## config.mk

```make
export PLATFORM = sky130hd
export DESIGN_NAME = dpw_top
export DESIGN_NICKNAME = d
export VERILOG_FILES = /design/src/core/dpw_pkg.sv /design/src/core/dpw_sync.sv /design/src/core/dpw_channel.sv /design/src/core/dpw_top.sv
export SDC_FILE = /design/constraint.sdc
export NUM_CORES = 1
export LEC_CHECK = 0
export ABC_AREA = 1
export ABC_CLOCK_PERIOD_IN_PS = 9200
export BUFFER_PORTS_ARGS = -buffer_cell sky130_fd_sc_hd__buf_2
export CAP_MARGIN = 20
export CELL_PAD_IN_SITES_DETAIL_PLACEMENT = 2
export CELL_PAD_IN_SITES_GLOBAL_PLACEMENT = 2
export CORE_MARGIN = 4
export CORE_UTILIZATION = 39
export CTS_BUF_LIST = sky130_fd_sc_hd__clkbuf_8
export DETAILED_ROUTE_END_ITERATION = 10
export GPL_TIMING_DRIVEN = 0
export PLACE_DENSITY_LB_ADDON = 0.1
export SYNTH_ARGS = -nofsm -noshare
export SYNTH_HDL_FRONTEND = slang
export SYNTH_SLANG_ARGS = --single-unit
```

## constraint.sdc

```tcl
create_clock -name clk_sys -period 9.2 [get_ports clk_sys]
set_input_delay 1.84 -clock clk_sys [delete_from_list [all_inputs] [get_ports clk_sys]]
set_output_delay 1.84 -clock clk_sys [all_outputs]
set_load 0.05 [all_outputs]
```

## src/core/dpw_pkg.sv

```systemverilog
// constants shared by the dual pulse generator and its channels
// assumes byte-addressed apb with 32-bit data, 8-bit registers in low bits
package dpw_pkg;
    localparam int          DATA_W       = 32;
    localparam int          ADDR_W       = 8;
    localparam int          REG_W        = 8;
    localparam int          DUTY_W       = 10;
    localparam int          PER_W        = 8;
    localparam int          PRE_W        = 6;
    localparam int          IRQ_W        = 7;

    // register byte addresses
    localparam logic [7:0]  ADDR_MASK    = 8'h00;
    localparam logic [7:0]  ADDR_CTRL    = 8'h04;
    localparam logic [7:0]  ADDR_DLO_A   = 8'h08;
    localparam logic [7:0]  ADDR_DHI_A   = 8'h0c;
    localparam logic [7:0]  ADDR_PER_A   = 8'h10;
    localparam logic [7:0]  ADDR_DLO_B   = 8'h14;
    localparam logic [7:0]  ADDR_DHI_B   = 8'h18;
    localparam logic [7:0]  ADDR_PER_B   = 8'h1c;
    localparam logic [7:0]  ADDR_LLO_A   = 8'h20;
    localparam logic [7:0]  ADDR_LHI_A   = 8'h24;
    localparam logic [7:0]  ADDR_LLO_B   = 8'h28;
    localparam logic [7:0]  ADDR_LHI_B   = 8'h2c;
    localparam logic [7:0]  ADDR_STATUS  = 8'h30;
    localparam logic [7:0]  ADDR_GLOBAL  = 8'h34;

    // pulse_control fields
    localparam int          CTL_CHB_EN   = 7;
    localparam int          CTL_CHA_EN   = 6;
    localparam int          CTL_TMB_EN   = 5;
    localparam int          CTL_TMA_EN   = 4;
    localparam int          CTL_PREB_LO  = 2;
    localparam int          CTL_PREA_LO  = 0;

    // interrupt bit positions
    localparam int          IRQ_CHB      = 5;
    localparam int          IRQ_CHA      = 4;

    // duty-high register: writable bits (bit 2 reserved)
    localparam logic [7:0]  DHI_WMASK    = 8'hfb;
    localparam logic [7:0]  RST_REG      = 8'h00;
    localparam logic [6:0]  RST_IRQ      = 7'h00;

    // prescale terminal counts (divide minus one)
    localparam logic [5:0]  PRE_DIV2     = 6'h01;
    localparam logic [5:0]  PRE_DIV8     = 6'h07;
    localparam logic [5:0]  PRE_DIV32    = 6'h1f;
    localparam logic [5:0]  PRE_DIV64    = 6'h3f;
endpackage : dpw_pkg

```

## src/core/dpw_sync.sv

```systemverilog
// two-stage synchroniser with asynchronous clear
// assumes the first stage is read only by the second
`timescale 1ns/100ps
module dpw_sync #(
    parameter int WIDTH = 1
) (
    input  wire logic             clk,     // destination clock
    input  wire logic             clrN,    // async clear, active low
    input  wire logic [WIDTH-1:0] d,       // asynchronous level
    output logic      [WIDTH-1:0] q        // synchronised level
);
    logic [WIDTH-1:0] stage1;

    always_ff @(posedge clk or negedge clrN) begin
        if (!clrN) begin
            stage1 <= '0;
            q      <= '0;
        end else begin
            stage1 <= d;
            q      <= stage1;
        end
    end
endmodule : dpw_sync

```

## src/core/dpw_channel.sv

```systemverilog
// one pulse channel: prescaler, timer, duty latch and period match
// assumes the same clock and synchronised reset as the register block
`timescale 1ns/100ps
module dpw_channel #(
    parameter int DUTY_W = dpw_pkg::DUTY_W,
    parameter int PER_W  = dpw_pkg::PER_W
) (
    input  wire logic              clk,       // system clock
    input  wire logic              rstN,      // synchronised reset, active low
    input  wire logic              ce,        // clock enable
    input  wire logic              run,       // timer enable
    input  wire logic [1:0]        prescale,  // divider code
    input  wire logic [DUTY_W-1:0] duty,      // programmed duty
    input  wire logic [PER_W-1:0]  period,    // programmed period
    output logic                   level,     // waveform
    output logic [DUTY_W-1:0]      latch,     // latched duty
    output logic                   hit        // period match pulse
);
    typedef struct packed {
        logic [dpw_pkg::PRE_W-1:0] pre;
        logic [DUTY_W-1:0]         timer;
        logic [DUTY_W-1:0]         latch;
        logic                      level;
        logic                      hit;
    } dpw_chan_st_t;

    dpw_chan_st_t st;
    dpw_chan_st_t next_st;
    logic [dpw_pkg::PRE_W-1:0] terminal;

    always_comb begin
        next_st = st;
        next_st.hit = 1'b0;
        case (prescale)
            2'b00:   terminal = dpw_pkg::PRE_DIV2;
            2'b01:   terminal = dpw_pkg::PRE_DIV8;
            2'b10:   terminal = dpw_pkg::PRE_DIV32;
            default: terminal = dpw_pkg::PRE_DIV64;
        endcase
        if (run) begin
            if (st.pre >= terminal) begin
                next_st.pre = '0;
                if (st.timer == DUTY_W'(period)) begin
                    next_st.timer = '0;
                    next_st.latch = duty;
                    next_st.level = (duty != '0);
                    next_st.hit   = 1'b1;
                end else begin
                    next_st.timer = st.timer + 1'b1;
                    if (st.timer + 1'b1 == st.latch) begin
                        next_st.level = 1'b0;
                    end
                end
            end else begin
                next_st.pre = st.pre + 1'b1;
            end
        end
    end

    always_ff @(posedge clk or negedge rstN) begin
        if (!rstN) begin
            st <= '0;
        end else if (ce) begin
            st <= next_st;
        end
    end

    assign level = st.level;
    assign latch = st.latch;
    assign hit   = st.hit;
endmodule : dpw_channel

```

## src/core/dpw_top.sv

```systemverilog
// dual pulse generator with interrupt mask, status and global enable
// assumes an apb master on clk_sys and event pulses from same-clock logic
//
// Contract
// channel enable off leaves pin to port; on drives pin as output.
// each timer runs only while its timer enable is one; default zero.
// second prescale code 00..11 divides by 2, 8, 32, 64; default 00.
// first prescale in low control bits, same encoding, default divide by 2.
// first output high from period start until timer equals its duty.
// second output high until its timer equals its duty.
// first period register sets first channel time base.
// second period register sets second channel time base.
// duty-high registers also hold calibration enable, polarity, 3-bit offset.
// four duty-latch registers are read-only; writes do nothing.
// each interrupt enabled by its mask bit; mask bit 7 reads zero.
// global enable on and off instructions gate all interrupts.
// mask bits: comparator, chan b, chan a, conversion, ext, port, overflow.
// channel flag set on period match, held until software clears.
// status read returns flags anded with mask.
// period match restarts timer, raises output, reloads duty latch; output stays low if the new duty is zero.
// timer counts prescaled ticks; output low from duty match to period end.
//
// The implementer's own choices: the placing of the registers and the APB register port.
`timescale 1ns/100ps
module dpw_top (
    input  wire logic                            clk_sys,     // 20 MHz clock
    input  wire logic                            rstn,        // async reset, low
    input  wire logic                            ce,          // clock enable
    input  wire logic                            psel,        // apb select
    input  wire logic                            penable,     // apb enable
    input  wire logic                            pwrite,      // apb write
    input  wire logic [dpw_pkg::ADDR_W-1:0]      paddr,       // apb address
    input  wire logic [dpw_pkg::DATA_W-1:0]      pwdata,      // apb write data
    output logic                                 pready,      // apb ready
    output logic                                 pslverr,     // apb error
    output logic      [dpw_pkg::DATA_W-1:0]      prdata,      // apb read data
    input  wire logic [dpw_pkg::IRQ_W-1:0]       eventIn,     // other flag sets
    input  wire logic [1:0]                      portOut,     // port data a,b
    input  wire logic [1:0]                      portOe,      // port dir a,b
    output logic      [1:0]                      pinOut,      // shared pin data
    output logic      [1:0]                      pinOe,       // shared pin enable
    output logic                                 irqRequest   // gated interrupt
);
    localparam int RW = dpw_pkg::REG_W;
    localparam int IW = dpw_pkg::IRQ_W;
    localparam int DW = dpw_pkg::DUTY_W;

    typedef struct packed {
        logic [IW-1:0]                 mask;
        logic [RW-1:0]                 ctrl;
        logic [RW-1:0]                 dutyLoA;
        logic [RW-1:0]                 dutyHiA;
        logic [RW-1:0]                 periodA;
        logic [RW-1:0]                 dutyLoB;
        logic [RW-1:0]                 dutyHiB;
        logic [RW-1:0]                 periodB;
        logic [IW-1:0]                 flags;
        logic                          globalOn;
        logic                          pready;
        logic                          pslverr;
        logic [dpw_pkg::DATA_W-1:0]    prdata;
        logic [1:0]                    pinOut;
        logic [1:0]                    pinOe;
        logic                          irq;
    } dpw_top_st_t;

    dpw_top_st_t st;
    dpw_top_st_t next_st;

    logic          rstSync;
    logic          levelA;
    logic          levelB;
    logic [DW-1:0] latchA;
    logic [DW-1:0] latchB;
    logic          hitA;
    logic          hitB;
    logic          accessNow;
    logic          doWrite;
    logic          mapped;
    logic [RW-1:0] rdByte;
    logic [RW-1:0] wByte;
    logic [IW-1:0] setMask;
    logic [IW-1:0] clrMask;
    logic [IW-1:0] next_flags;

    // reset release through two flops
    dpw_sync #(
        .WIDTH (1)
    ) u_rst_sync (
        .clk   (clk_sys),
        .clrN  (rstn),
        .d     (1'b1),
        .q     (rstSync)
    );

    dpw_channel #(
        .DUTY_W   (dpw_pkg::DUTY_W),
        .PER_W    (dpw_pkg::PER_W)
    ) u_chan_a (
        .clk      (clk_sys),
        .rstN     (rstSync),
        .ce       (ce),
        .run      (st.ctrl[dpw_pkg::CTL_TMA_EN]),
        .prescale (st.ctrl[dpw_pkg::CTL_PREA_LO +: 2]),
        .duty     ({st.dutyHiA[1:0], st.dutyLoA}),
        .period   (st.periodA),
        .level    (levelA),
        .latch    (latchA),
        .hit      (hitA)
    );

    dpw_channel #(
        .DUTY_W   (dpw_pkg::DUTY_W),
        .PER_W    (dpw_pkg::PER_W)
    ) u_chan_b (
        .clk      (clk_sys),
        .rstN     (rstSync),
        .ce       (ce),
        .run      (st.ctrl[dpw_pkg::CTL_TMB_EN]),
        .prescale (st.ctrl[dpw_pkg::CTL_PREB_LO +: 2]),
        .duty     ({st.dutyHiB[1:0], st.dutyLoB}),
        .period   (st.periodB),
        .level    (levelB),
        .latch    (latchB),
        .hit      (hitB)
    );

    // apb handshake: one wait cycle, answer in the second access cycle
    assign accessNow = psel & penable & ~st.pready;
    assign doWrite   = psel & penable & st.pready & pwrite;
    assign wByte     = pwdata[RW-1:0];

    // read decode
    always_comb begin
        mapped = 1'b1;
        rdByte = '0;
        if (paddr == dpw_pkg::ADDR_MASK) begin
            rdByte = {1'b0, st.mask};
        end else if (paddr == dpw_pkg::ADDR_CTRL) begin
            rdByte = st.ctrl;
        end else if (paddr == dpw_pkg::ADDR_DLO_A) begin
            rdByte = st.dutyLoA;
        end else if (paddr == dpw_pkg::ADDR_DHI_A) begin
            rdByte = st.dutyHiA;
        end else if (paddr == dpw_pkg::ADDR_PER_A) begin
            rdByte = st.periodA;
        end else if (paddr == dpw_pkg::ADDR_DLO_B) begin
            rdByte = st.dutyLoB;
        end else if (paddr == dpw_pkg::ADDR_DHI_B) begin
            rdByte = st.dutyHiB;
        end else if (paddr == dpw_pkg::ADDR_PER_B) begin
            rdByte = st.periodB;
        end else if (paddr == dpw_pkg::ADDR_LLO_A) begin
            rdByte = latchA[RW-1:0];
        end else if (paddr == dpw_pkg::ADDR_LHI_A) begin
            rdByte = {6'h00, latchA[DW-1:RW]};
        end else if (paddr == dpw_pkg::ADDR_LLO_B) begin
            rdByte = latchB[RW-1:0];
        end else if (paddr == dpw_pkg::ADDR_LHI_B) begin
            rdByte = {6'h00, latchB[DW-1:RW]};
        end else if (paddr == dpw_pkg::ADDR_STATUS) begin
            rdByte = {1'b0, st.flags & st.mask};
        end else if (paddr == dpw_pkg::ADDR_GLOBAL) begin
            rdByte = {7'h00, st.globalOn};
        end else begin
            mapped = 1'b0;
        end
    end

    // flag set and clear; a set in the clearing cycle wins
    always_comb begin
        setMask = eventIn;
        setMask[dpw_pkg::IRQ_CHA] = hitA | eventIn[dpw_pkg::IRQ_CHA];
        setMask[dpw_pkg::IRQ_CHB] = hitB | eventIn[dpw_pkg::IRQ_CHB];
        clrMask = '0;
        if (doWrite && paddr == dpw_pkg::ADDR_STATUS) begin
            clrMask = wByte[IW-1:0];
        end
        next_flags = (st.flags & ~clrMask) | setMask;
    end

    always_comb begin
        next_st         = st;
        next_st.flags   = next_flags;
        next_st.pready  = accessNow;
        next_st.pslverr = accessNow & ~mapped;
        if (accessNow && !pwrite) begin
            next_st.prdata = {24'h000000, rdByte};
        end

        if (doWrite) begin
            if (paddr == dpw_pkg::ADDR_MASK) begin
                next_st.mask = wByte[IW-1:0];
            end else if (paddr == dpw_pkg::ADDR_CTRL) begin
                next_st.ctrl = wByte;
            end else if (paddr == dpw_pkg::ADDR_DLO_A) begin
                next_st.dutyLoA = wByte;
            end else if (paddr == dpw_pkg::ADDR_DHI_A) begin
                next_st.dutyHiA = wByte & dpw_pkg::DHI_WMASK;
            end else if (paddr == dpw_pkg::ADDR_PER_A) begin
                next_st.periodA = wByte;
            end else if (paddr == dpw_pkg::ADDR_DLO_B) begin
                next_st.dutyLoB = wByte;
            end else if (paddr == dpw_pkg::ADDR_DHI_B) begin
                next_st.dutyHiB = wByte & dpw_pkg::DHI_WMASK;
            end else if (paddr == dpw_pkg::ADDR_PER_B) begin
                next_st.periodB = wByte;
            end else if (paddr == dpw_pkg::ADDR_GLOBAL) begin
                next_st.globalOn = wByte[0];
            end
            // latch registers take no write
        end

        // shared pins: port owns them unless the channel is enabled
        if (st.ctrl[dpw_pkg::CTL_CHA_EN]) begin
            next_st.pinOut[0] = levelA;
            next_st.pinOe[0]  = 1'b1;
        end else begin
            next_st.pinOut[0] = portOut[0];
            next_st.pinOe[0]  = portOe[0];
        end
        if (st.ctrl[dpw_pkg::CTL_CHB_EN]) begin
            next_st.pinOut[1] = levelB;
            next_st.pinOe[1]  = 1'b1;
        end else begin
            next_st.pinOut[1] = portOut[1];
            next_st.pinOe[1]  = portOe[1];
        end

        next_st.irq = st.globalOn & (|(st.flags & st.mask));
    end

    always_ff @(posedge clk_sys or negedge rstSync) begin
        if (!rstSync) begin
            st          <= '0;
            st.mask     <= dpw_pkg::RST_IRQ;
            st.flags    <= dpw_pkg::RST_IRQ;
            st.ctrl     <= dpw_pkg::RST_REG;
            st.dutyLoA  <= dpw_pkg::RST_REG;
            st.dutyHiA  <= dpw_pkg::RST_REG;
            st.periodA  <= dpw_pkg::RST_REG;
            st.dutyLoB  <= dpw_pkg::RST_REG;
            st.dutyHiB  <= dpw_pkg::RST_REG;
            st.periodB  <= dpw_pkg::RST_REG;
        end else if (ce) begin
            st <= next_st;
        end
    end

    assign pready     = st.pready;
    assign pslverr    = st.pslverr;
    assign prdata     = st.prdata;
    assign pinOut     = st.pinOut;
    assign pinOe      = st.pinOe;
    assign irqRequest = st.irq;
endmodule : dpw_top

```

==> impl_results.md <==
* Clock share of power at 0.411
* Net Switching at 0.381 mW
* Starting Density at 0.398
* Worst-Margin Slew at 0.676 ns
* Synth Flop Type: dfrtp_1
* Worst-path clk slew at 0.09 ns
* Worst Setup End Kind: register
* Leakage power at 4.68 nW
* Final WS setup at 5.76 ns
* Post-synthesis sequential area ratio at 0.438
* Via density at 5.33
* Pint at 0.961 mW
* Reg2Reg Setup Slack at 6.55 ns
* Power Dens Cells at 145 nW/um^2
* Die height at 152 um
* GRT Resource Usage Total at 0.254
* Area contributors post-synth: dfrtp_1, nand2_1, o21ai_0
* Final period util at 0.374
* Layout area overhead at 14.0%
* Fmax at 291 MHz
* Final RePlAce weighted congestion at 0.844
* Max-slew headroom at 0.545
* Setup CP Type: in -> reg
* Yosys Warn Count at 0
* Netlist cell types at 48
* Sw Ratio at 0.284
* Unrepaired setup endpoints after global routing: false
* Sink Count at 142
* Crit path DAT at 3.83 ns
* Syn Std Cell Area at 8110 sq um
* Total power at 1.34 mW
* Avg Inst Size Synth at 7.98 sq um
* Yosys top cell by area: dfrtp_1
* Hold crit path type: reg -> async
* Clk Latency, worst-skew pair at 0.47 ns
* Reg2reg path depth at 9
* Routed WL per cell at 20.9 um
* Post-route minimum period at 3.44 ns
* Critical R2R Launch: st[96]
* Final hold viol count at 0
* Final setup TNS at 0 ns
* CP Data Required Time at 9.60 ns
* Asr flop ratio synth at 1.00
* Layout net count at 1,178
* Drt initial violations at 304
* Vias after detailed routing at 7,409
* Routed WL at 29.0 mm
* Post-DRT Antenna Nets at 0
* Vias in the first global route at 8,155
* Filler instances at 2,384
* Place WS at 5.47 ns
* Synth Instances at 1,016
* Number of diodes at 0
* IO buf count at 47
* Crit Path Max Fanout at 6
* CP startpoint kind: input pin
* Clk Tree Root Cell: clkbuf_8
* Post-synth EDFFs at 0
* Drt first pass iters at 5
* Post-CTS setup buffer count at 0
* # Max-Cap Violations at 0
* Die W at 152 um
* Grt total ovfl at 0
* Register bit total from synthesis at 142
* Largest net degree at the start of global routing at 68
* Peak supply drop at 0.0000944 V
* Max clock buf depth at 2
* IO Count at 96
* Die area at 23,200 sq um
* DRC at 0
* Setup violators final at 0
* Max-slew violation count at 0
* Clk_skew at 0.0146 ns
* CTS H-Tree Depth at 4
* Antenna violations before repair at 0
* CTS tree: yes
* Sequential Power Share at 0.480
* Post-synth top area share at 0.438
* Core Area at 20,400 sq um
* Total CTS buffers at 17
* Status: complete, no violations
* Core Util, Final at 0.454
* First-pass GRT wire length at 46.4 mm
* Layout cell share with drive strength beyond 1 at 0.180
* Post-CTS sizing at 0
* Cell row count at 52
* Final HPWL from detailed placement at 21.6 mm
* Worst r2r dst: u_chan_a.st[17]
* Gate power share at 0.109
* Post-CTS Hold Buffers at 0
==> final cells by class <==
cell class | instances | area, sq um | area share
multi-input cells | 730 | 3790 | 0.410
flip-flops and latches | 142 | 3560 | 0.385
inverters | 110 | 420 | 0.0455
clock inverters | 12 | 144 | 0.0156
plain buffers | 57 | 427 | 0.0461
repair buffers | 49 | 290 | 0.0314
well taps | 270 | 338 | 0.0365
clock buffers | 20 | 275 | 0.0298
==> power groups by stage <==
stage	registers [mW]	clock network [mW]	logic, mW
floorplan	0.663	0	0.0964
global placement	0.667	0	0.129
detailed placement	0.657	0	0.147
CTS	0.645	0.561	0.147
global route	0.647	0.589	0.159
finish	0.645	0.552	0.146
==> cells in the final DEF (no fill, tap or decap), types with 10 or more instances in the layout <==
cell	n
a21oi_1	32
buf_2	54
buf_4	38
clkbuf_8	20
conb_1	25
dfrtp_1	141
ha_1	14
inv_1	96
inv_2	15
nand2_1	266
nand3_1	48
nand4_1	22
nor2_1	79
nor3_1	10
o21ai_0	90
o21ai_1	28
o21ai_2	12
xor2_1	18
==> synth_stat cells, types with 6 or more instances <==
cell type,n
nor2_1,79
o21ai_1,28
nand2_1,266
nor3_1,10
buf_4,38
inv_1,93
xnor2_1,8
o22ai_1,8
nand3_1,48
o21ai_0,90
dfrtp_1,142
inv_2,15
xor2_1,18
buf_2,7
nor4_1,6
nand2_2,7
a21oi_1,32
ha_1,14
nand4_1,22
nor2_2,7
o21ai_2,12
buf_6,6
==> metal layers <==
layer | share of wire | up-vias | GRT usage
met5 | 0 | - | 0
met4 | 0.019 | 0 | 0.0646
met3 | 0.041 | 41 | 0.0440
met2 | 0.48 | 149 | 0.428
met1 | 0.46 | 3767 | 0.340
li1 | - | 3452 | -
==> registers in the layout, indices dropped and copies added, names as in the netlist <==
register and cells:
pinOut 2, u_chan_a.hit 1, u_chan_a.st 16, u_chan_b.st 16, u_chan_a.latch 10, st 69
pinOe 2, pslverr 1, u_chan_b.hit 1, prdata 8, pready 1, u_rst_sync.stage1 1
u_chan_a.level 1, u_chan_b.level 1, u_rst_sync.q 1, irqRequest 1, u_chan_b.latch 10
==> critical path: stages <==
cell and delay [ns]:
buf_2 0.12, inv_1 0.05, nand2_1 0.17, nor2_1 0.43, nand2_1 0.31, inv_1 0.16, nand3_1 0.14, nand3_1 0.12
a21oi_1 0.09, o21ai_1 0.22, nand2_1 0.10, nand2_1 0.08
==> logic make-up after synthesis <==
kind of cell             synth area share
adder cells (fa/ha/maj)            0.0216
AO/OA/AOI/OAI                       0.129
XOR/XNOR                           0.0301
flip-flops                          0.438
other                            0.000926
AND/OR/NAND/NOR                     0.276
buffers and inverters               0.104
==> worst max path at each step <==
| stage | start | to | cells after the start |
|---|---|---|---|
| after floorplan | u_rst_sync.q | irqRequest | 0 |
| after detailed placement | paddr[6] | prdata[2] | 12 |
| after global routing | paddr[6] | prdata[2] | 12 |
| after CTS | paddr[6] | prdata[2] | 12 |
| final | paddr[6] | prdata[2] | 12 |
| after global placement | u_rst_sync.q | u_chan_b.st[21] | 0 |
==> per-stage QoR <==
step | std cells | instance area, sq um | hold slack, ns
after global routing | 1390 | 9250 | 0.328
after global placement | 1356 | 8770 | 0.344
after detailed placement | 1358 | 8830 | 0.289
after floorplan | 1039 | 8200 | 0.331
after CTS | 1390 | 9250 | 0.299
final | 1390 | 9250 | 0.278
Note: power is estimated with default switching activity, not from simulation.
